**config.mk**
```make
export PLATFORM = sky130hd
export DESIGN_NAME = ntw_top
export DESIGN_NICKNAME = d
export VERILOG_FILES = /design/src/include/ntw_pkg.sv /design/src/include/ntw_pad_if.sv /design/src/hw/ntw_sync.sv /design/src/hw/ntw_bus_pad.sv /design/src/hw/ntw_top.sv
export SDC_FILE = /design/constraint.sdc
export NUM_CORES = 1
export LEC_CHECK = 0
export BUFFER_PORTS_ARGS = -buffer_cell sky130_fd_sc_hd__buf_2
export CORE_ASPECT_RATIO = 0.8
export CORE_MARGIN = 2
export CORE_UTILIZATION = 39
export DETAILED_ROUTE_END_ITERATION = 8
export GPL_ROUTABILITY_DRIVEN = 0
export GPL_TIMING_DRIVEN = 0
export PLACE_DENSITY_LB_ADDON = 0.1
export SKIP_LAST_GASP = 1
export SLEW_MARGIN = 10
export SYNTH_ARGS = -nofsm -noshare
export SYNTH_HDL_FRONTEND = slang
export SYNTH_SLANG_ARGS = --single-unit
export TNS_END_PERCENT = 1
```
**constraint.sdc**
```tcl
create_clock -name clk_i -period 3.9 [get_ports clk_i]
set_input_delay 0.78 -clock clk_i [delete_from_list [all_inputs] [get_ports clk_i]]
set_output_delay 0.78 -clock clk_i [all_outputs]
set_load 0.1 [all_outputs]
```
**src/include/ntw_pkg.sv**
```systemverilog
// Constants for the tag wake and pad control block.
// Assumes a 200 MHz system clock and a 32-bit APB register bus.
package ntw_pkg;
	// ----------------------------------------
	// Register offsets
	// ----------------------------------------
	localparam int         ADDR_W        = 8;
	localparam logic [7:0] OFF_PAD_CTRL  = 8'h00;
	localparam logic [7:0] OFF_SUPPLY    = 8'h04;
	localparam logic [7:0] OFF_SLEEP_WK  = 8'h08;
	localparam logic [7:0] OFF_DEEP_SRC  = 8'h0c;
	localparam logic [7:0] OFF_WAKE_CTRL = 8'h10;
	localparam logic [7:0] OFF_CAUSE     = 8'h14;
	localparam logic [7:0] OFF_STATUS    = 8'h18;
	// ----------------------------------------
	// Field positions
	// ----------------------------------------
	localparam int PC_SUP_PD  = 0;
	localparam int PC_SUP_PUN = 1;
	localparam int PC_SUP_HS0 = 2;
	localparam int PC_SUP_HS1 = 3;
	localparam int PC_SUP_OD  = 4;
	localparam int PC_BUS_PD  = 8;
	localparam int PC_BUS_PUN = 9;
	localparam int PC_BUS_HS0 = 10;
	localparam int PC_BUS_INV = 11;
	localparam int PC_BUS_RXE = 12;
	localparam int PC_BUS_FOF = 13;
	localparam int PC_BUS_HS1 = 14;
	localparam int PC_BUS_OD  = 15;
	localparam int PC_INT_INV = 16;
	localparam int SUP_VAL    = 0;
	localparam int SUP_OE     = 1;
	localparam int SW_TAG     = 0;
	localparam int DS_TAG     = 0;
	localparam int WC_TAG_RST = 0;
	localparam int WC_IO_RST  = 1;
	localparam int WC_FALL    = 2;
	localparam int CS_TAG     = 0;
	localparam int CS_IO      = 1;
	localparam int ST_FD      = 0;
	localparam int ST_INT_LVL = 1;
	// ----------------------------------------
	// Writable masks and reset values
	// ----------------------------------------
	localparam logic [31:0] PAD_CTRL_MASK = 32'h0001_ff1f;
	localparam logic [31:0] SUPPLY_MASK   = 32'h0000_0003;
	localparam logic [31:0] ONE_BIT_MASK  = 32'h0000_0001;
	localparam logic [31:0] WAKE_CTRL_MSK = 32'h0000_0007;
	localparam logic [31:0] CAUSE_MASK    = 32'h0000_0003;
	localparam logic [31:0] REG_RST       = 32'h0000_0000;
	// ----------------------------------------
	// Timing
	// ----------------------------------------
	localparam int CLK_PERIOD_PS = 5000;
	localparam int FILT_TIME_NS  = 50;
	localparam int FILT_CYC      = (FILT_TIME_NS * 1000) / CLK_PERIOD_PS;
	localparam int SYNC_STAGES   = 2;
endpackage : ntw_pkg

```
**src/include/ntw_pad_if.sv**
```systemverilog
// Interface between the control logic and one two-wire bus pad.
// Assumes both ends share the system clock.
`timescale 1ns/1ps
`default_nettype none
interface ntw_pad_if;
	logic rx_en;
	logic in_pol;
	logic filt_byp;
	logic open_drain;
	logic ctl_out;
	logic pad_in;
	logic ctl_in;
	logic pad_out;
	logic pad_oe_n;
	modport ctrl (
		output rx_en, in_pol, filt_byp, open_drain, ctl_out, pad_in,
		input  ctl_in, pad_out, pad_oe_n
	);
	modport pad (
		input  rx_en, in_pol, filt_byp, open_drain, ctl_out, pad_in,
		output ctl_in, pad_out, pad_oe_n
	);
endinterface : ntw_pad_if
`default_nettype wire

```
**src/hw/ntw_sync.sv**
```systemverilog
// Level synchroniser for the asynchronous field-detect input.
// Assumes only the last stage is read outside.
`timescale 1ns/1ps
`default_nettype none
module ntw_sync #(
	parameter int STAGES = 2
) (
	input  wire logic clk_i,
	input  wire logic rst_n_i,
	input  wire logic async_i,
	output logic      sync_o
);
	logic [STAGES-1:0] chain_ff;
	logic [STAGES-1:0] nxt_chain;

	always_comb begin
		nxt_chain = {chain_ff[STAGES-2:0], async_i};
	end

	always_ff @(posedge clk_i) begin
		if (!rst_n_i) begin
			chain_ff <= '0;
		end else begin
			chain_ff <= nxt_chain;
		end
	end

	assign sync_o = chain_ff[STAGES-1];
endmodule : ntw_sync
`default_nettype wire

```
**src/hw/ntw_bus_pad.sv**
```systemverilog
// One two-wire bus pad: input polarity, receiver, glitch filter, drive.
// Assumes the pad input is synchronous to the clock.
`timescale 1ns/1ps
`default_nettype none
module ntw_bus_pad #(
	parameter int FILT_N = 10
) (
	input  wire logic clk_i,
	input  wire logic rst_n_i,
	ntw_pad_if.pad    p
);
	logic [$clog2(FILT_N+1)-1:0] cnt_ff, nxt_cnt;
	logic cand_ff, nxt_cand;
	logic filt_ff, nxt_filt;
	logic in_ff, nxt_in;
	logic out_ff, nxt_out;
	logic oe_n_ff, nxt_oe_n;
	logic raw;

	always_comb begin
		raw = p.rx_en ? (p.pad_in ^ p.in_pol) : 1'b0;
		nxt_cand = cand_ff;
		nxt_cnt  = cnt_ff;
		nxt_filt = filt_ff;
		if (raw != cand_ff) begin
			nxt_cand = raw;
			nxt_cnt  = '0;
		end else if (int'(cnt_ff) == FILT_N - 1) begin
			nxt_filt = cand_ff;
		end else begin
			nxt_cnt = cnt_ff + 1'b1;
		end
		nxt_in = p.filt_byp ? raw : filt_ff;
		if (p.open_drain) begin
			nxt_out  = 1'b0;
			nxt_oe_n = p.ctl_out;
		end else begin
			nxt_out  = p.ctl_out;
			nxt_oe_n = 1'b0;
		end
	end

	always_ff @(posedge clk_i) begin
		if (!rst_n_i) begin
			cnt_ff  <= '0;
			cand_ff <= 1'b0;
			filt_ff <= 1'b0;
			in_ff   <= 1'b0;
			out_ff  <= 1'b0;
			oe_n_ff <= 1'b1;
		end else begin
			cnt_ff  <= nxt_cnt;
			cand_ff <= nxt_cand;
			filt_ff <= nxt_filt;
			in_ff   <= nxt_in;
			out_ff  <= nxt_out;
			oe_n_ff <= nxt_oe_n;
		end
	end

	assign p.ctl_in   = in_ff;
	assign p.pad_out  = out_ff;
	assign p.pad_oe_n = oe_n_ff;
endmodule : ntw_bus_pad
`default_nettype wire

```
**src/hw/ntw_top.sv**
```systemverilog
// Tag wake and pad control: APB registers, tag supply pad, two bus
// pads, field-detect wake and interrupt.
// Assumes APB master, 200 MHz clock, field-detect asynchronous.
//
// Design decisions made here: the address map and the APB interface to the registers.
`timescale 1ns/1ps
`default_nettype none
module ntw_top import ntw_pkg::*; #(
	parameter int SYNC_N = SYNC_STAGES,
	parameter int FILT_N = FILT_CYC
) (
	// Clock and reset
	input  wire logic              clk_i,
	input  wire logic              rst_n_i,
	// APB slave
	input  wire logic              psel_i,
	input  wire logic              penable_i,
	input  wire logic              pwrite_i,
	input  wire logic [ADDR_W-1:0] paddr_i,
	input  wire logic [31:0]       pwdata_i,
	output logic      [31:0]       prdata_o,
	output logic                   pready_o,
	output logic                   pslverr_o,
	// Tag and power management
	input  wire logic              field_present_out_i,
	input  wire logic              in_deep_sleep_i,
	input  wire logic              in_power_down_i,
	input  wire logic              in_deep_pd_i,
	input  wire logic              io_wake_i,
	output logic                   wake_o,
	output logic                   tag_irq_o,
	// Tag supply pad
	output logic                   supply_pad_o,
	output logic                   supply_pad_oe_n_o,
	output logic                   supply_pad_pulldown_en_o,
	output logic                   supply_pad_pullup_en_n_o,
	output logic      [1:0]        supply_pad_slew_o,
	output logic                   supply_pad_pseudo_od_o,
	// Bus pads
	input  wire logic              scl_pad_i,
	output logic                   scl_pad_o,
	output logic                   scl_pad_oe_n_o,
	input  wire logic              sda_pad_i,
	output logic                   sda_pad_o,
	output logic                   sda_pad_oe_n_o,
	output logic                   bus_pad_pulldown_en_o,
	output logic                   bus_pad_pullup_en_n_o,
	output logic      [1:0]        bus_pad_slew_o,
	// Bus controller side
	input  wire logic              ctl_scl_i,
	input  wire logic              ctl_sda_i,
	output logic                   ctl_scl_o,
	output logic                   ctl_sda_o
);
	// ----------------------------------------
	// Declarations
	// ----------------------------------------
	logic [31:0] pad_ctrl_ff, nxt_pad_ctrl;
	logic [31:0] supply_ff, nxt_supply;
	logic [31:0] sleep_wk_ff, nxt_sleep_wk;
	logic [31:0] deep_src_ff, nxt_deep_src;
	logic [31:0] wake_ctrl_ff, nxt_wake_ctrl;
	logic [31:0] cause_ff, nxt_cause;
	logic [31:0] prdata_ff, nxt_prdata;
	logic        pready_ff, nxt_pready;
	logic        pslverr_ff, nxt_pslverr;
	logic        fd_prev_ff, nxt_fd_prev;
	logic        int_prev_ff, nxt_int_prev;
	logic        irq_ff, nxt_irq;
	logic        wake_ff, nxt_wake;
	logic [9:0]  pin_ff, nxt_pin;
	logic        fd_sync, int_lvl, fd_edge, acc_wr, setup;
	logic        wk_ds, wk_pd, wk_dpd, wk_io, fd_wake;
	logic [31:0] rd_data;

	ntw_pad_if scl_if ();
	ntw_pad_if sda_if ();

	// ----------------------------------------
	// Helpers
	// ----------------------------------------
	function automatic logic reg_hit(input logic [ADDR_W-1:0] a);
		case (a)
			OFF_PAD_CTRL, OFF_SUPPLY, OFF_SLEEP_WK, OFF_DEEP_SRC,
			OFF_WAKE_CTRL, OFF_CAUSE, OFF_STATUS: reg_hit = 1'b1;
			default: reg_hit = 1'b0;
		endcase
	endfunction : reg_hit

	function automatic logic [31:0] wr_field(input logic [31:0] old,
		input logic [31:0] wd, input logic [31:0] msk);
		wr_field = (old & ~msk) | (wd & msk);
	endfunction : wr_field

	// ----------------------------------------
	// Submodules
	// ----------------------------------------
	ntw_sync #(.STAGES(SYNC_N)) u_fd_sync (
		.clk_i   (clk_i),
		.rst_n_i (rst_n_i),
		.async_i (field_present_out_i),
		.sync_o  (fd_sync)
	);

	ntw_bus_pad #(.FILT_N(FILT_N)) u_scl (
		.clk_i   (clk_i),
		.rst_n_i (rst_n_i),
		.p       (scl_if.pad)
	);

	ntw_bus_pad #(.FILT_N(FILT_N)) u_sda (
		.clk_i   (clk_i),
		.rst_n_i (rst_n_i),
		.p       (sda_if.pad)
	);

	// Shared pad configuration, separate data
	assign scl_if.rx_en      = pad_ctrl_ff[PC_BUS_RXE];
	assign scl_if.in_pol     = pad_ctrl_ff[PC_BUS_INV];
	assign scl_if.filt_byp   = pad_ctrl_ff[PC_BUS_FOF];
	assign scl_if.open_drain = pad_ctrl_ff[PC_BUS_OD];
	assign scl_if.ctl_out    = ctl_scl_i;
	assign scl_if.pad_in     = scl_pad_i;
	assign sda_if.rx_en      = pad_ctrl_ff[PC_BUS_RXE];
	assign sda_if.in_pol     = pad_ctrl_ff[PC_BUS_INV];
	assign sda_if.filt_byp   = pad_ctrl_ff[PC_BUS_FOF];
	assign sda_if.open_drain = pad_ctrl_ff[PC_BUS_OD];
	assign sda_if.ctl_out    = ctl_sda_i;
	assign sda_if.pad_in     = sda_pad_i;

	// ----------------------------------------
	// Next-state logic
	// ----------------------------------------
	always_comb begin
		setup  = psel_i && !penable_i;
		acc_wr = psel_i && penable_i && pwrite_i && pready_ff
			&& !pslverr_ff;
		case (paddr_i)
			OFF_PAD_CTRL:  rd_data = pad_ctrl_ff;
			OFF_SUPPLY:    rd_data = supply_ff;
			OFF_SLEEP_WK:  rd_data = sleep_wk_ff;
			OFF_DEEP_SRC:  rd_data = deep_src_ff;
			OFF_WAKE_CTRL: rd_data = wake_ctrl_ff;
			OFF_CAUSE:     rd_data = cause_ff;
			OFF_STATUS: begin
				rd_data             = REG_RST;
				rd_data[ST_FD]      = fd_sync;
				rd_data[ST_INT_LVL] = int_lvl;
			end
			default:       rd_data = REG_RST;
		endcase
		nxt_pready  = setup;
		nxt_pslverr = setup && !reg_hit(paddr_i);
		nxt_prdata  = setup ? rd_data : prdata_ff;

		nxt_pad_ctrl  = pad_ctrl_ff;
		nxt_supply    = supply_ff;
		nxt_sleep_wk  = sleep_wk_ff;
		nxt_deep_src  = deep_src_ff;
		nxt_wake_ctrl = wake_ctrl_ff;
		nxt_cause     = cause_ff;
		if (acc_wr) begin
			case (paddr_i)
				OFF_PAD_CTRL: nxt_pad_ctrl =
					wr_field(pad_ctrl_ff, pwdata_i, PAD_CTRL_MASK);
				OFF_SUPPLY: nxt_supply =
					wr_field(supply_ff, pwdata_i, SUPPLY_MASK);
				OFF_SLEEP_WK: nxt_sleep_wk =
					wr_field(sleep_wk_ff, pwdata_i, ONE_BIT_MASK);
				OFF_DEEP_SRC: nxt_deep_src =
					wr_field(deep_src_ff, pwdata_i, ONE_BIT_MASK);
				OFF_WAKE_CTRL: nxt_wake_ctrl =
					wr_field(wake_ctrl_ff, pwdata_i, WAKE_CTRL_MSK);
				OFF_CAUSE: nxt_cause =
					cause_ff & ~(pwdata_i & CAUSE_MASK);
				default: nxt_cause = cause_ff;
			endcase
		end

		// Wake on the selected field-detect edge, or on the IO wake level
		nxt_fd_prev = fd_sync;
		fd_edge = wake_ctrl_ff[WC_FALL] ? (fd_prev_ff && !fd_sync)
			: (!fd_prev_ff && fd_sync);
		wk_ds  = in_deep_sleep_i && sleep_wk_ff[SW_TAG] && fd_edge;
		wk_pd  = in_power_down_i && deep_src_ff[DS_TAG] && fd_edge;
		wk_dpd = in_deep_pd_i && deep_src_ff[DS_TAG] && fd_edge
			&& (wake_ctrl_ff[WC_TAG_RST] || wake_ctrl_ff[WC_IO_RST]);
		wk_io  = in_deep_pd_i && wake_ctrl_ff[WC_IO_RST] && io_wake_i;
		fd_wake  = wk_ds || wk_pd || wk_dpd;
		nxt_wake = fd_wake || wk_io;
		// Set wins over a same-cycle clear
		if (fd_wake) begin
			nxt_cause[CS_TAG] = 1'b1;
		end
		if (wk_io) begin
			nxt_cause[CS_IO] = 1'b1;
		end

		// Interrupt on rising edge of possibly inverted level
		int_lvl      = fd_sync ^ pad_ctrl_ff[PC_INT_INV];
		nxt_int_prev = int_lvl;
		nxt_irq      = int_lvl && !int_prev_ff;

		// Pad pins held from registers, independent of power state
		nxt_pin[0] = supply_ff[SUP_VAL] && supply_ff[SUP_OE];
		nxt_pin[1] = !supply_ff[SUP_OE];
		nxt_pin[2] = pad_ctrl_ff[PC_SUP_PD];
		nxt_pin[3] = pad_ctrl_ff[PC_SUP_PUN];
		nxt_pin[4] = pad_ctrl_ff[PC_SUP_HS0];
		nxt_pin[5] = pad_ctrl_ff[PC_SUP_HS1];
		nxt_pin[6] = pad_ctrl_ff[PC_SUP_OD];
		nxt_pin[7] = pad_ctrl_ff[PC_BUS_PD];
		nxt_pin[8] = pad_ctrl_ff[PC_BUS_PUN];
		nxt_pin[9] = 1'b0;
	end

	// ----------------------------------------
	// Registers
	// ----------------------------------------
	logic [1:0] bus_slew_ff;
	always_ff @(posedge clk_i) begin
		if (!rst_n_i) begin
			pad_ctrl_ff  <= REG_RST;
			supply_ff    <= REG_RST;
			sleep_wk_ff  <= REG_RST;
			deep_src_ff  <= REG_RST;
			wake_ctrl_ff <= REG_RST;
			cause_ff     <= REG_RST;
			prdata_ff    <= REG_RST;
			pready_ff    <= 1'b0;
			pslverr_ff   <= 1'b0;
			fd_prev_ff   <= 1'b0;
			int_prev_ff  <= 1'b0;
			irq_ff       <= 1'b0;
			wake_ff      <= 1'b0;
			pin_ff       <= 10'h002;
			bus_slew_ff  <= 2'h0;
		end else begin
			pad_ctrl_ff  <= nxt_pad_ctrl;
			supply_ff    <= nxt_supply;
			sleep_wk_ff  <= nxt_sleep_wk;
			deep_src_ff  <= nxt_deep_src;
			wake_ctrl_ff <= nxt_wake_ctrl;
			cause_ff     <= nxt_cause;
			prdata_ff    <= nxt_prdata;
			pready_ff    <= nxt_pready;
			pslverr_ff   <= nxt_pslverr;
			fd_prev_ff   <= nxt_fd_prev;
			int_prev_ff  <= nxt_int_prev;
			irq_ff       <= nxt_irq;
			wake_ff      <= nxt_wake;
			pin_ff       <= nxt_pin;
			bus_slew_ff  <= {pad_ctrl_ff[PC_BUS_HS1],
				pad_ctrl_ff[PC_BUS_HS0]};
		end
	end

	assign prdata_o                 = prdata_ff;
	assign pready_o                 = pready_ff;
	assign pslverr_o                = pslverr_ff;
	assign wake_o                   = wake_ff;
	assign tag_irq_o                = irq_ff;
	assign supply_pad_o             = pin_ff[0];
	assign supply_pad_oe_n_o        = pin_ff[1];
	assign supply_pad_pulldown_en_o = pin_ff[2];
	assign supply_pad_pullup_en_n_o = pin_ff[3];
	assign supply_pad_slew_o        = pin_ff[5:4];
	assign supply_pad_pseudo_od_o   = pin_ff[6];
	assign bus_pad_pulldown_en_o    = pin_ff[7];
	assign bus_pad_pullup_en_n_o    = pin_ff[8];
	assign bus_pad_slew_o           = bus_slew_ff;
	assign scl_pad_o                = scl_if.pad_out;
	assign scl_pad_oe_n_o           = scl_if.pad_oe_n;
	assign sda_pad_o                = sda_if.pad_out;
	assign sda_pad_oe_n_o           = sda_if.pad_oe_n;
	assign ctl_scl_o                = scl_if.ctl_in;
	assign ctl_sda_o                = sda_if.ctl_in;
endmodule : ntw_top
`default_nettype wire

```
Word-level counts from Yosys, hierarchy flattened
Cells that the tools add are included.
{"block": "word_totals", "register_bits": 261, "output_inout_bits": 53, "word_cells": 117}
{"block": "op_classes", "n_addsub": 2, "n_eq_ne": 10, "mux": 13, "n_bitwise": 13, "reduce_logical": 49}
{"operator": "32-bit case mux with 7 select lines", "count": 1}
{"operator": "32-bit by 1-bit OR with 32-bit output", "count": 2}
{"operator": "32-bit bitwise AND", "count": 1}
{"operator": "2-bit NOT with 32-bit output", "count": 1}
{"operator": "32-bit by 17-bit OR with 32-bit output", "count": 1}
{"operator": "32-bit by 2-bit OR with 32-bit output", "count": 1}
{"operator": "32-bit by 3-bit OR with 32-bit output", "count": 1}
{"operator": "8-bit by 5-bit == test with 1-bit output (second input constant)", "count": 3}
{"operator": "2-bit AND reduction", "count": 10}
{"operator": "1-bit logical AND", "count": 19}
{"operator": "8-bit by 4-bit == test with 1-bit output (second input constant)", "count": 2}
{"operator": "1-bit 2-to-1 mux", "count": 10}
{"operator": "4-bit by 1-bit adder with 4-bit output (second input constant)", "count": 2}
{"operator": "4-bit == test (second input constant)", "count": 2}
{"operator": "8-bit by 3-bit == test with 1-bit output (second input constant)", "count": 1}
{"operator": "8-bit logical NOT", "count": 1}
{"operator": "2-bit nonzero test", "count": 4}
{"operator": "1-bit logical NOT", "count": 7}
{"operator": "7-bit OR reduction", "count": 1}
{"operator": "2-bit OR reduction", "count": 3}
{"operator": "1-bit logical OR", "count": 4}
{"operator": "2-bit 2-to-1 mux", "count": 2}
{"operator": "1-bit NOT", "count": 3}
{"operator": "1-bit XOR", "count": 3}
{"operator": "1-bit != test", "count": 2}

Depth between registers and ports, before layout
Gate-level depths: netlist (run 1).
{"block": "logic_depth", "ltp_word": 8, "mapped_depth": 7, "ltp_nobuf": 5}

Hierarchy
A second synthesis (run 1) with hierarchy kept.
{"block": "unflattened", "cells_unflattened": 319, "hier_area_um2": 3085.5}
{"module": "ntw_top", "instances": 1, "cells_each": 237, "area_per_inst_um2": 2262.2, "seq_area_each_um2": 1121.1}
{"module": "ntw_bus_pad", "instances": 2, "cells_each": 39, "area_per_inst_um2": 385.4, "seq_area_each_um2": 180.2}
{"module": "ntw_sync", "instances": 1, "cells_each": 4, "area_per_inst_um2": 52.6, "seq_area_each_um2": 40.0}

Worst setup path before layout (run 1)
Ideal clock, no wire load.
{"block": "synth_timing", "path_kind": "register -> output", "start": "register, netlist name prdata_o[30]", "end": "output port prdata_o[17]", "arrival_ps": 1654, "required_ps": 3120, "slack_ps": 1466, "path_stages_with_launch": 2, "path_buffers": 1, "cell_sequence": "dfxtp_1 > buf_4"}
{"element": "end: declaration", "line_no": "ntw_top.sv:21", "source": "output logic [31:0] prdata_o,"}

==> impl_results.md, run 1 <==
- Die area: 0.008654 mm2
- Gate Count Post-Synth: 303
- Tcrit/Tclk final: 0.6206
- Hold path cells: 1
- Routed wire length: 7.051 mm
- Cts hold-fix bufs: 0
- Die width: 103.5 um
- Compound-Gate Fraction of Synth Area: 0.1077
- Distinct cells, synth: 48
- # IOs: 107
- Initial antenna violation count: 0
- Detailed placement HPWL: 5.206 mm
- Prevailing post-synth register cell: dfxtp_1
- # port buffers: 87
- Largest family of logic cells by synthesized area: simple AND/OR/NAND/NOR gates
- H-Tree Depth: 3
- Mean Syn Cell Area: 10.20 um2
- Layout cells sized above 1: 0.3350
- Post-synth ARST share: 0
- Crit path buf inv count: 2
- CTS tree: built
- Crit. End Element: primary output
- Number of global-route vias before repair: 2,306
- Area delta synth->final: 24.95%
- Critical path's slowest cell: dfxtp_1
- Post-CTS setup buffers: 0
- Clock Latency Late Sink: 350 ps
- Gr usage total: 0.1676
- CP max stage delay: 680 ps
- MaxCap Viol Count: 0
- Total gr overflow: 0
- Post-synthesis net count: 361
- Fmax achieved: 413.2 MHz
- Fin. Hold Viols: 0
- Synth Warn #: 0
- Crit-path cells: buf_4 -> buf_2
- FF-to-FF setup slack: 2430 ps
- Post-cts repair resize count: 0
- Seq cells post-synth: 75
- Core box area: 0.007801 mm2
- Total negative slack: 0 ps
- Post-Synth Simple-Gate Area: 0.2215
- Post-route setup slack: 1480 ps
- Post-synthesis mux area share: 0.06602
- Adder-cell share of the synthesized area: 0.01620
- Fin. max-slew vios: 0
- Worst Tran Pin Value: 624.3 ps
- Worst VDD drop: 0.2405 mV
- Power Total: 0.001487 W
- Critical path launch point type: register
- Sequential share of the synthesized area: 0.4860
- Final setup viols: 0
- Static leakage: 1.830 nW
- CTS Root Cell: clkbuf_8
- Vias/cell: 4.700
- Critical Path RT: 3120 ps
- CTS sink cnt: 75
- Area occupied by multi-input gates: 0.001350 mm2
- RSZ-0062 raised after global routing: no
- Mapped Area: 0.003089 mm2
- CTS Buffer Depth: 2
- Worst EP arrival: 1640 ps
- # diodes: 0
- Cts bufs inserted: 9
- Global-route wire length before repair: 11.43 mm
- Hold WC Path Type: register to register
- Crit Path Max Fanout: 19
- Initial core utilization: 0.3960
- Reg clk slew, reported paths: 90 ps
- # nets final: 459
- FILL cells: 777
- Largest net degree at the start of global routing: 20
- DR vias: 2,416
- Power density cells: 385.1 mW/mm2
- DRT Pass-1 Iters: 4
- Slew HR: 0.5838
- CP top delay family: flip-flops
- Initial DRC count: 52
- Worst Hold Path EP: tag_irq_o
- Setup Crit Path Kind: register to primary output
- Min-delay src: int_prev_ff
- Drt wl/cell: 13.72 um
- XOR/XNOR Fraction of Synth Area: 0.02552
- Worst Skew: 10.15 ps
- Dpl ws: 1631 ps
- Final ANT Viol Nets: 0
- EDFF count, synth: 0
- FF-to-FF End: supply_ff[1]
- Die Y: 83.61 um
- Site Rows: 29
- # DRC: 0
- R2R depth: 4
- Worst reg2reg path startpoint: pslverr_o
- Status: finished, final reports clean
- Register area: 0.001501 mm2
- Min Clock Period, post-route: 2420 ps
==> cells in the mapped netlist, types with 2 or more instances <==
cell,n,area [um2]
buf_4,18,135.1
o21a_1,3,22.52
inv_1,6,22.52
and2_1,17,106.4
nand3b_1,4,30.03
nand2_1,33,123.9
and4b_1,3,30.03
dfxtp_1,75,1501
o21ai_1,6,30.03
a21oi_1,7,35.03
a41oi_1,2,17.52
clkbuf_1,8,30.03
xor2_1,5,43.79
mux2i_1,17,170.2
o211ai_1,3,22.52
o21ai_0,3,15.01
nand4b_1,3,26.28
and3_1,7,43.79
nor3_1,3,15.01
nor2_1,6,22.52
nor2b_1,16,100.1
ha_1,4,50.05
a32o_1,2,20.02
buf_6,4,45.04
and3b_1,4,35.03
a211oi_1,2,15.01
xnor2_1,4,35.03
a22o_1,11,96.34
nand3_1,6,30.03
o21ai_2,3,26.28
==> stage by stage <==
stage	instance area (um2)	utilization	cells	hold slack, ps
floorplan	3089	-	303	367.4
global placement	3660	0.4691	498	383.3
detailed placement	3660	0.4691	498	387.0
CTS	3860	0.4948	514	399.0
global route	3860	0.4948	514	417.1
finish	3860	0.4948	514	392.8
==> layout by cell type (no fill, tap or decap), types with 2 or more instances in the layout <==
cell        instances
buf_2              88
dfxtp_1            75
nand2_1            33
buf_4              18
mux2i_1            17
and2_1             17
nor2b_1            16
a22o_1             11
clkbuf_8            9
clkbuf_1            8
and3_1              7
a21oi_1             7
inv_1               6
nand3_1             6
nor2_1              6
o21ai_1             6
xor2_1              5
buf_6               4
nand3b_1            4
and3b_1             4
xnor2_1             4
ha_1                4
and4b_1             3
nor3_1              3
nand4b_1            3
o21a_1              3
o21ai_2             3
o211ai_1            3
o21ai_0             3
a32o_1              2
a211oi_1            2
a41oi_1             2
clkinv_4            2
clkinvlp_4          2
==> flip-flops by register name, indices dropped and copies added (netlist names), 2 cells and up <==
signal	flops
prdata_o	15
pad_ctrl_ff	14
pin_ff	9
u_scl.cnt_ff	4
u_sda.cnt_ff	4
wake_ctrl_ff	3
bus_pad_slew_o	2
cause_ff	2
supply_ff	2
u_fd_sync.chain_ff	2
==> layer usage <==
layer,track usage,part of all wire,wire [um],vias to the layer above
li1,-,-,-,1234
met1,0.2231,0.48,3396,1115
met2,0.2583,0.45,3161,60
met3,0.05699,0.060,424,7
met4,0.05160,0.0098,69,0
met5,0,0,0,-
==> worst max-delay path by stage <==
stage	cells past startpoint	end	from	slack (ps)
after floorplan	1	prdata_o[17]	prdata_o[30]	1470
after global placement	6	u_sda.filt_ff	rst_n_i	1650
after CTS	2	prdata_o[30]	prdata_o[30]	1460
after detailed placement	6	u_sda.filt_ff	rst_n_i	1630
after global routing	2	prdata_o[27]	prdata_o[30]	1390
final	2	prdata_o[27]	prdata_o[30]	1480
==> cell type report <==
type / instances / area share
Inverter: 6 / 0.005835
Multi-Input combinational cell: 191 / 0.3498
Clock buffer: 9 / 0.03209
Clock inverter: 7 / 0.01977
Buffer: 31 / 0.05575
Timing Repair Buffer: 87 / 0.1128
Tap cell: 108 / 0.03501
Sequential cell: 75 / 0.3890
==> logic make-up (layout without fill, tap and decap cells) <==
family / Yosys count / after routing
muxes: 19 / 19
xor gates and xnor gates: 9 / 9
AOI/OAI and AO/OA: 46 / 46
adders and majority gates: 4 / 4
and+or+nand+nor: 113 / 113
buffers and inverters: 37 / 140
DFF: 75 / 75
==> where the power goes <==
part	internal, W	switching, W	total (W)
combinational	0.0000379	0.0000725	0.000110
sequential	0.000775	0.00000790	0.000783
clock	0.000298	0.000295	0.000593
(Power assumes the default switching activity.)
==> run 2, diff against run 1 <==
- clock period: 3.9 -> 2 ns (I/O delays scaled with it)
==> run 2 against run 1 <==
Compared with the run above: die area unchanged; clock skew fell by 4.8 ps; sequential power increased by 95%; via count decreased by 0.58%; count of clock-buffer cells in the layout unchanged; utilization is 0.64 points higher; global-route usage is 0.17 points lower; worst setup slack lost 1300 ps; clock power rose by 140%; critical path type unchanged; largest cell class unchanged; highest routed layer unchanged.
==> impl_results.md, run 2 (synthesized netlist as in run 1, its figures left out) <==
- Worst EP arrival: 1440 ps (-200 ps)
- # IOs: 107 (unchanged)
- Placed instance area: 0.003661 mm2 (about the same)
- Drt wl/cell: 13.73 um (+0.11%)
- Site Rows: 29 (unchanged)
- Register area: 0.001503 mm2 (about the same)
- Setup Crit Path Kind: register to primary output
- Initial antenna violation count: 0 (unchanged)
- # nets final: 459 (unchanged)
- Slew HR: 0.6053 (+0.02148)
- CTS sink cnt: 75 (unchanged)
- Crit Path Max Fanout: 19 (unchanged)
- CP startpoint: prdata_o[30]
- Final instance area: 0.003910 mm2 (+1.3%)
- Die width: 103.5 um (unchanged)
- MaxCap Viol Count: 0 (unchanged)
- DR vias: 2,402 (-0.58%)
- Final core occ: 0.5012 (+0.006416)
- Post-cts repair resize count: 0 (unchanged)
- Total gr overflow: 0 (unchanged)
- Layout cells sized above 1: 0.3374 (+0.002463)
- Detailed placement HPWL: 5.189 mm (-0.33%)
- Die Y: 83.61 um (unchanged)
- Final setup viols: 0 (unchanged)
- Number of global-route vias before repair: 2,271 (-1.5%)
- Most common cell after layout, fill and taps aside: buf_2
- Cts hold-fix bufs: 0 (unchanged)
- Post-CTS setup buffers: 0 (unchanged)
- Power density cells: 807.0 mW/mm2 (+110%)
- Number of flip-flops in the largest register: 15 (unchanged)
- Gr usage total: 0.1659 (-0.001701)
- # DRC: 0 (unchanged)
- Area delta synth->final: 26.57%
- Commonest cells after routing, fill and taps aside: 88 x buf_2, 74 x dfxtp_1, 33 x nand2_1
- Fin. max-slew vios: 0 (unchanged)
- CTS Root Cell: clkbuf_8
- CTS tree: built
- DRT Pass-1 Iters: 4 (unchanged)
- Cts bufs inserted: 9 (unchanged)
- Critical Path Sink: prdata_o[29]
- Fin. Hold Viols: 0 (unchanged)
- Core box area: 0.007801 mm2 (unchanged)
- Worst Tran Pin Value: 592.1 ps (-32.22 ps)
- # port buffers: 87 (unchanged)
- CTS Buffer Depth: 2 (unchanged)
- Fmax achieved: 542.3 MHz
- Power Total: 0.003155 W (+110%)
- Vias/cell: 4.673 (-0.58%)
- RSZ-0062 raised after global routing: no
- FF-to-FF End: supply_ff[1]
- # diodes: 0 (unchanged)
- R2R depth: 4 (unchanged)
- Clock Latency Late Sink: 350 ps (about the same)
- H-Tree Depth: 3 (unchanged)
- Static leakage: 1.859 nW (+1.6%)
- Initial DRC count: 83 (+60%)
- FILL cells: 737 (-5.1%)
- Critical path launch point type: register
- Area occupied by multi-input gates: 0.001350 mm2 (unchanged)
- Status: finished, final reports clean
- Crit. End Element: primary output
- Min Clock Period, post-route: 1844 ps
- Largest net degree at the start of global routing: 20 (unchanged)
- Worst VDD drop: 0.3648 mV (+52%)
- Die area: 0.008654 mm2 (unchanged)
- Hold WC Path Type: input pin to register
- Global-route wire length before repair: 11.34 mm (-0.79%)
- Critical Path RT: 1600 ps (-1520 ps)
- FF-to-FF setup slack: 490 ps (-1940 ps)
- Initial core utilization: 0.3960 (unchanged)
- Tcrit/Tclk final: 0.9220
- Routed wire length: 7.059 mm (+0.11%)
- Worst Skew: 5.372 ps (-4.776 ps)
- Final ANT Viol Nets: 0 (unchanged)
- Reg clk slew, reported paths: 80 ps (about the same)
- Total negative slack: 0 ps (unchanged)
- Worst reg2reg path startpoint: pslverr_o
[run 2: cell types whose count changed in the layout (fill, tap and decap cells not counted), sizes merged]
cell      before  now
bufinv         1    3
clkinvlp       2    0
[run 2: power breakdown]
| group | internal, W | switching [W] |
|---|---|---|
| clock network | 0.000839 | 0.000575 |
| registers | 0.00151 | 0.0000159 |
| logic | 0.0000737 | 0.000140 |
| total | 0.00242 | 0.000731 |
[run 2: worst max-delay path, stage by stage (launching register included)]
cell and delay (ps):
dfxtp_2 520, buf_4 160, buf_2 410
[run 2: through the flow]
step	cells	setup WS [ps]	hold slack [ps]
6_report	514	156.1	253.5
5_1_grt	514	87.33	239.4
4_1_cts	514	130.3	240.7
3_5_place_dp	498	93.89	378.6
3_3_place_gp	498	123.0	381.2
2_1_floorplan	303	-28.60	367.4
[run 2: final cells by class]
type	instances	area share
repair buffers	87	0.1114
flip-flops and latches	75	0.3843
plain buffers	31	0.05504
well taps	108	0.03456
multi-input cells	191	0.3453
clock inverters	7	0.03200
clock buffers	9	0.03168
inverters	6	0.005760
[run 2: worst min path at each step]
stage / startpoint / to / slack, ps / cells after the start
after floorplan: int_prev_ff / tag_irq_o / 370 / 1
after global placement: int_prev_ff / tag_irq_o / 380 / 1
after detailed placement: int_prev_ff / tag_irq_o / 380 / 1
after CTS: field_present_out_i / u_fd_sync.chain_ff[0] / 240 / 2
after global routing: field_present_out_i / u_fd_sync.chain_ff[0] / 240 / 2
final: field_present_out_i / u_fd_sync.chain_ff[0] / 250 / 2
[run 2: routing by layer]
metal  share of wire  vias to the layer above  global-route usage  wire length, um
li1                -                     1238                   -                -
met1            0.48                     1091              0.2205             3383
met2            0.45                       63              0.2523             3207
met3           0.052                       10             0.04918              364
met4           0.015                        0             0.07002              103
met5               0                        -                   0                0
==> run 3, diff against run 2 <==
- CTS_BUF_LIST: not set -> sky130_fd_sc_hd__clkbuf_8 sky130_fd_sc_hd__clkbuf_16
- PLACE_DENSITY: not set -> 0.75
- PLACE_DENSITY_LB_ADDON: 0.1 -> not set
==> run 3 against run 2 <==
Compared with the run above: sequential share of layout area increased by 0.24 points; critical path depth unchanged; fmax increased by 1.1%; design area decreased by 0.61%; utilization decreased by 0.30 points; count of clock-buffer cells in the layout unchanged; first-iteration DRC count increased by 24%; worst hold slack improved by 6.0 ps; critical endpoint is now prdata_o[26]; largest cell class unchanged; highest routed layer unchanged.
==> impl_results.md, run 3 (synthesized netlist as in run 1, its figures left out) <==
- Final ANT Viol Nets: 0 (unchanged)
- Largest net degree at the start of global routing: 20 (unchanged)
- # diodes: 0 (unchanged)
- Number of global-route vias before repair: 2,460 (+8.3%)
- Initial DRC count: 103 (+24%)
- CTS sink cnt: 75 (unchanged)
- Fmax achieved: 548.4 MHz (+1.1%)
- Gr usage total: 0.1692 (+0.003289)
- Die area: 0.008654 mm2 (unchanged)
- Worst Tran Pin Value: 594.4 ps (+2.307 ps)
- Placed instance area: 0.003661 mm2 (unchanged)
- Hold WC Path Type: input pin to register
- Crit Path Max Fanout: 19 (unchanged)
- # port buffers: 87 (unchanged)
- Crit path buf inv count: 2 (unchanged)
- Worst VDD drop: 0.3839 mV (+5.3%)
- # DRC: 0 (unchanged)
- Area delta synth->final: 25.80%
- Total gr overflow: 0 (unchanged)
- Cell Int Power: 0.002298 W (-5.2%)
- Switch share: 0.2430 (+0.01130)
- CP max stage delay: 510 ps (about the same)
- Clock Latency Late Sink: 340 ps (about the same)
- Global-route wire length before repair: 11.75 mm (+3.7%)
- Critical Path RT: 1600 ps (about the same)
- Initial antenna violation count: 0 (unchanged)
- NetSw: 0.0007379 W (+0.92%)
- Slew HR: 0.6037 (-0.001538)
- Initial core utilization: 0.3960 (unchanged)
- Min Clock Period, post-route: 1823 ps (-20.54 ps)
- DRT Pass-1 Iters: 4 (unchanged)
- Critical path's slowest cell: dfxtp_2
- Final setup viols: 0 (unchanged)
- Core box area: 0.007801 mm2 (unchanged)
- Post-cts repair resize count: 0 (unchanged)
- Commonest cells after routing, fill and taps aside: 88 x buf_2, 74 x dfxtp_1, 33 x nand2_1
- Worst Skew: 6.685 ps (+1.313 ps)
- Drt wl/cell: 13.76 um (+0.23%)
- Post-CTS setup buffers: 0 (unchanged)
- Detailed placement HPWL: 5.312 mm (+2.4%)
- Die width: 103.5 um (unchanged)
- Status: finished, final reports clean
- Power density cells: 781.2 mW/mm2 (-3.2%)
- Sequential cell fraction of total power: 0.503 (+0.019)
- Most common cell after layout, fill and taps aside: buf_2
- Reg clk slew, reported paths: 80 ps (about the same)
- Fin. Hold Viols: 0 (unchanged)
- Fin. max-slew vios: 0 (unchanged)
- Setup Crit Path Kind: register to primary output
- CTS tree: built
- Cts hold-fix bufs: 0 (unchanged)
- Static leakage: 1.846 nW (-0.68%)
- CP top delay family: buffers and inverters
- Routed wire length: 7.075 mm (+0.23%)
- DR vias: 2,469 (+2.8%)
- Crit-path cells: buf_4 -> buf_2
- # nets final: 459 (unchanged)
- Cts bufs inserted: 9 (unchanged)
- CTS Root Cell: clkbuf_8
- Comb power frac: 0.070 (+0.002)
- Die Y: 83.61 um (unchanged)
- Site Rows: 29 (unchanged)
- CTS Buffer Depth: 2 (unchanged)
- Clock network fraction of design power: 0.426 (-0.022)
- Critical path launch point type: register
- H-Tree Depth: 3 (unchanged)
- Tcrit/Tclk final: 0.9117 (-0.01027)
- Vias/cell: 4.804 (+2.8%)
- Worst EP arrival: 1420 ps (-20 ps)
- Number of flip-flops in the largest register: 15 (unchanged)
- Layout cells sized above 1: 0.3374 (unchanged)
- Final instance area: 0.003886 mm2 (-0.61%)
- MaxCap Viol Count: 0 (unchanged)
- Final core occ: 0.4982 (-0.003047)
- Crit. End Element: primary output
- # IOs: 107 (unchanged)
- RSZ-0062 raised after global routing: no
[run 3: worst paths after layout]
kind	slack, ps	endpoint	from	cells after the start
worst max-delay path	180	prdata_o[26]	prdata_o[30]	2
worst min-delay path	260	u_fd_sync.chain_ff[0]	field_present_out_i	2
worst max register to register	480	supply_ff[0]	pslverr_o	4
worst min register to register	410	tag_irq_o	int_prev_ff	1
[run 3: area by class of cell]
type,instances,area (um2)
timing repair buffer,87,435.4
fill,742,3915
clock buffer,9,123.9
sequential,75,1503
tap,108,135.1
clock inverter,7,101.3
inverter,6,22.52
multi-input combinational,191,1350
buffer,31,215.2
[run 3: worst reg2reg max path, delay by kind of cell, from the launching register on]
family	cells	cell delay, ps
multiplexers	1	230
flip-flops	1	320
AND/OR/NAND/NOR	3	870
[run 3: metal layers]
| layer | global-route usage | vias to the layer above | wire (um) |
|---|---|---|---|
| li1 | - | 1239 | - |
| met1 | 0.2004 | 1147 | 3207 |
| met2 | 0.2974 | 75 | 3385 |
| met3 | 0.05543 | 8 | 429 |
| met4 | 0.04300 | 0 | 53 |
| met5 | 0 | - | 0 |
[run 3: power groups by stage]
stage               Sequential [W]  Clock, W  Combinational, W
global route               0.00153   0.00138          0.000236
CTS                        0.00153   0.00132          0.000217
detailed placement         0.00156         0          0.000215
finish                     0.00153   0.00129          0.000214
global placement           0.00156         0          0.000210
floorplan                  0.00161         0         0.0000874
[run 3: stage by stage]
stage	setup WS [ps]	std cells	power, W	hold WS (ps)	setup TNS [ps]
4_1_cts	150.3	514	0.003065	249.4	0
3_3_place_gp	116.9	498	0.001771	380.7	0
5_1_grt	80.65	514	0.003147	249.5	0
2_1_floorplan	-28.60	303	0.001694	367.4	-118.6
6_report	176.6	514	0.003036	259.5	0
3_5_place_dp	110.3	498	0.001778	400.7	0
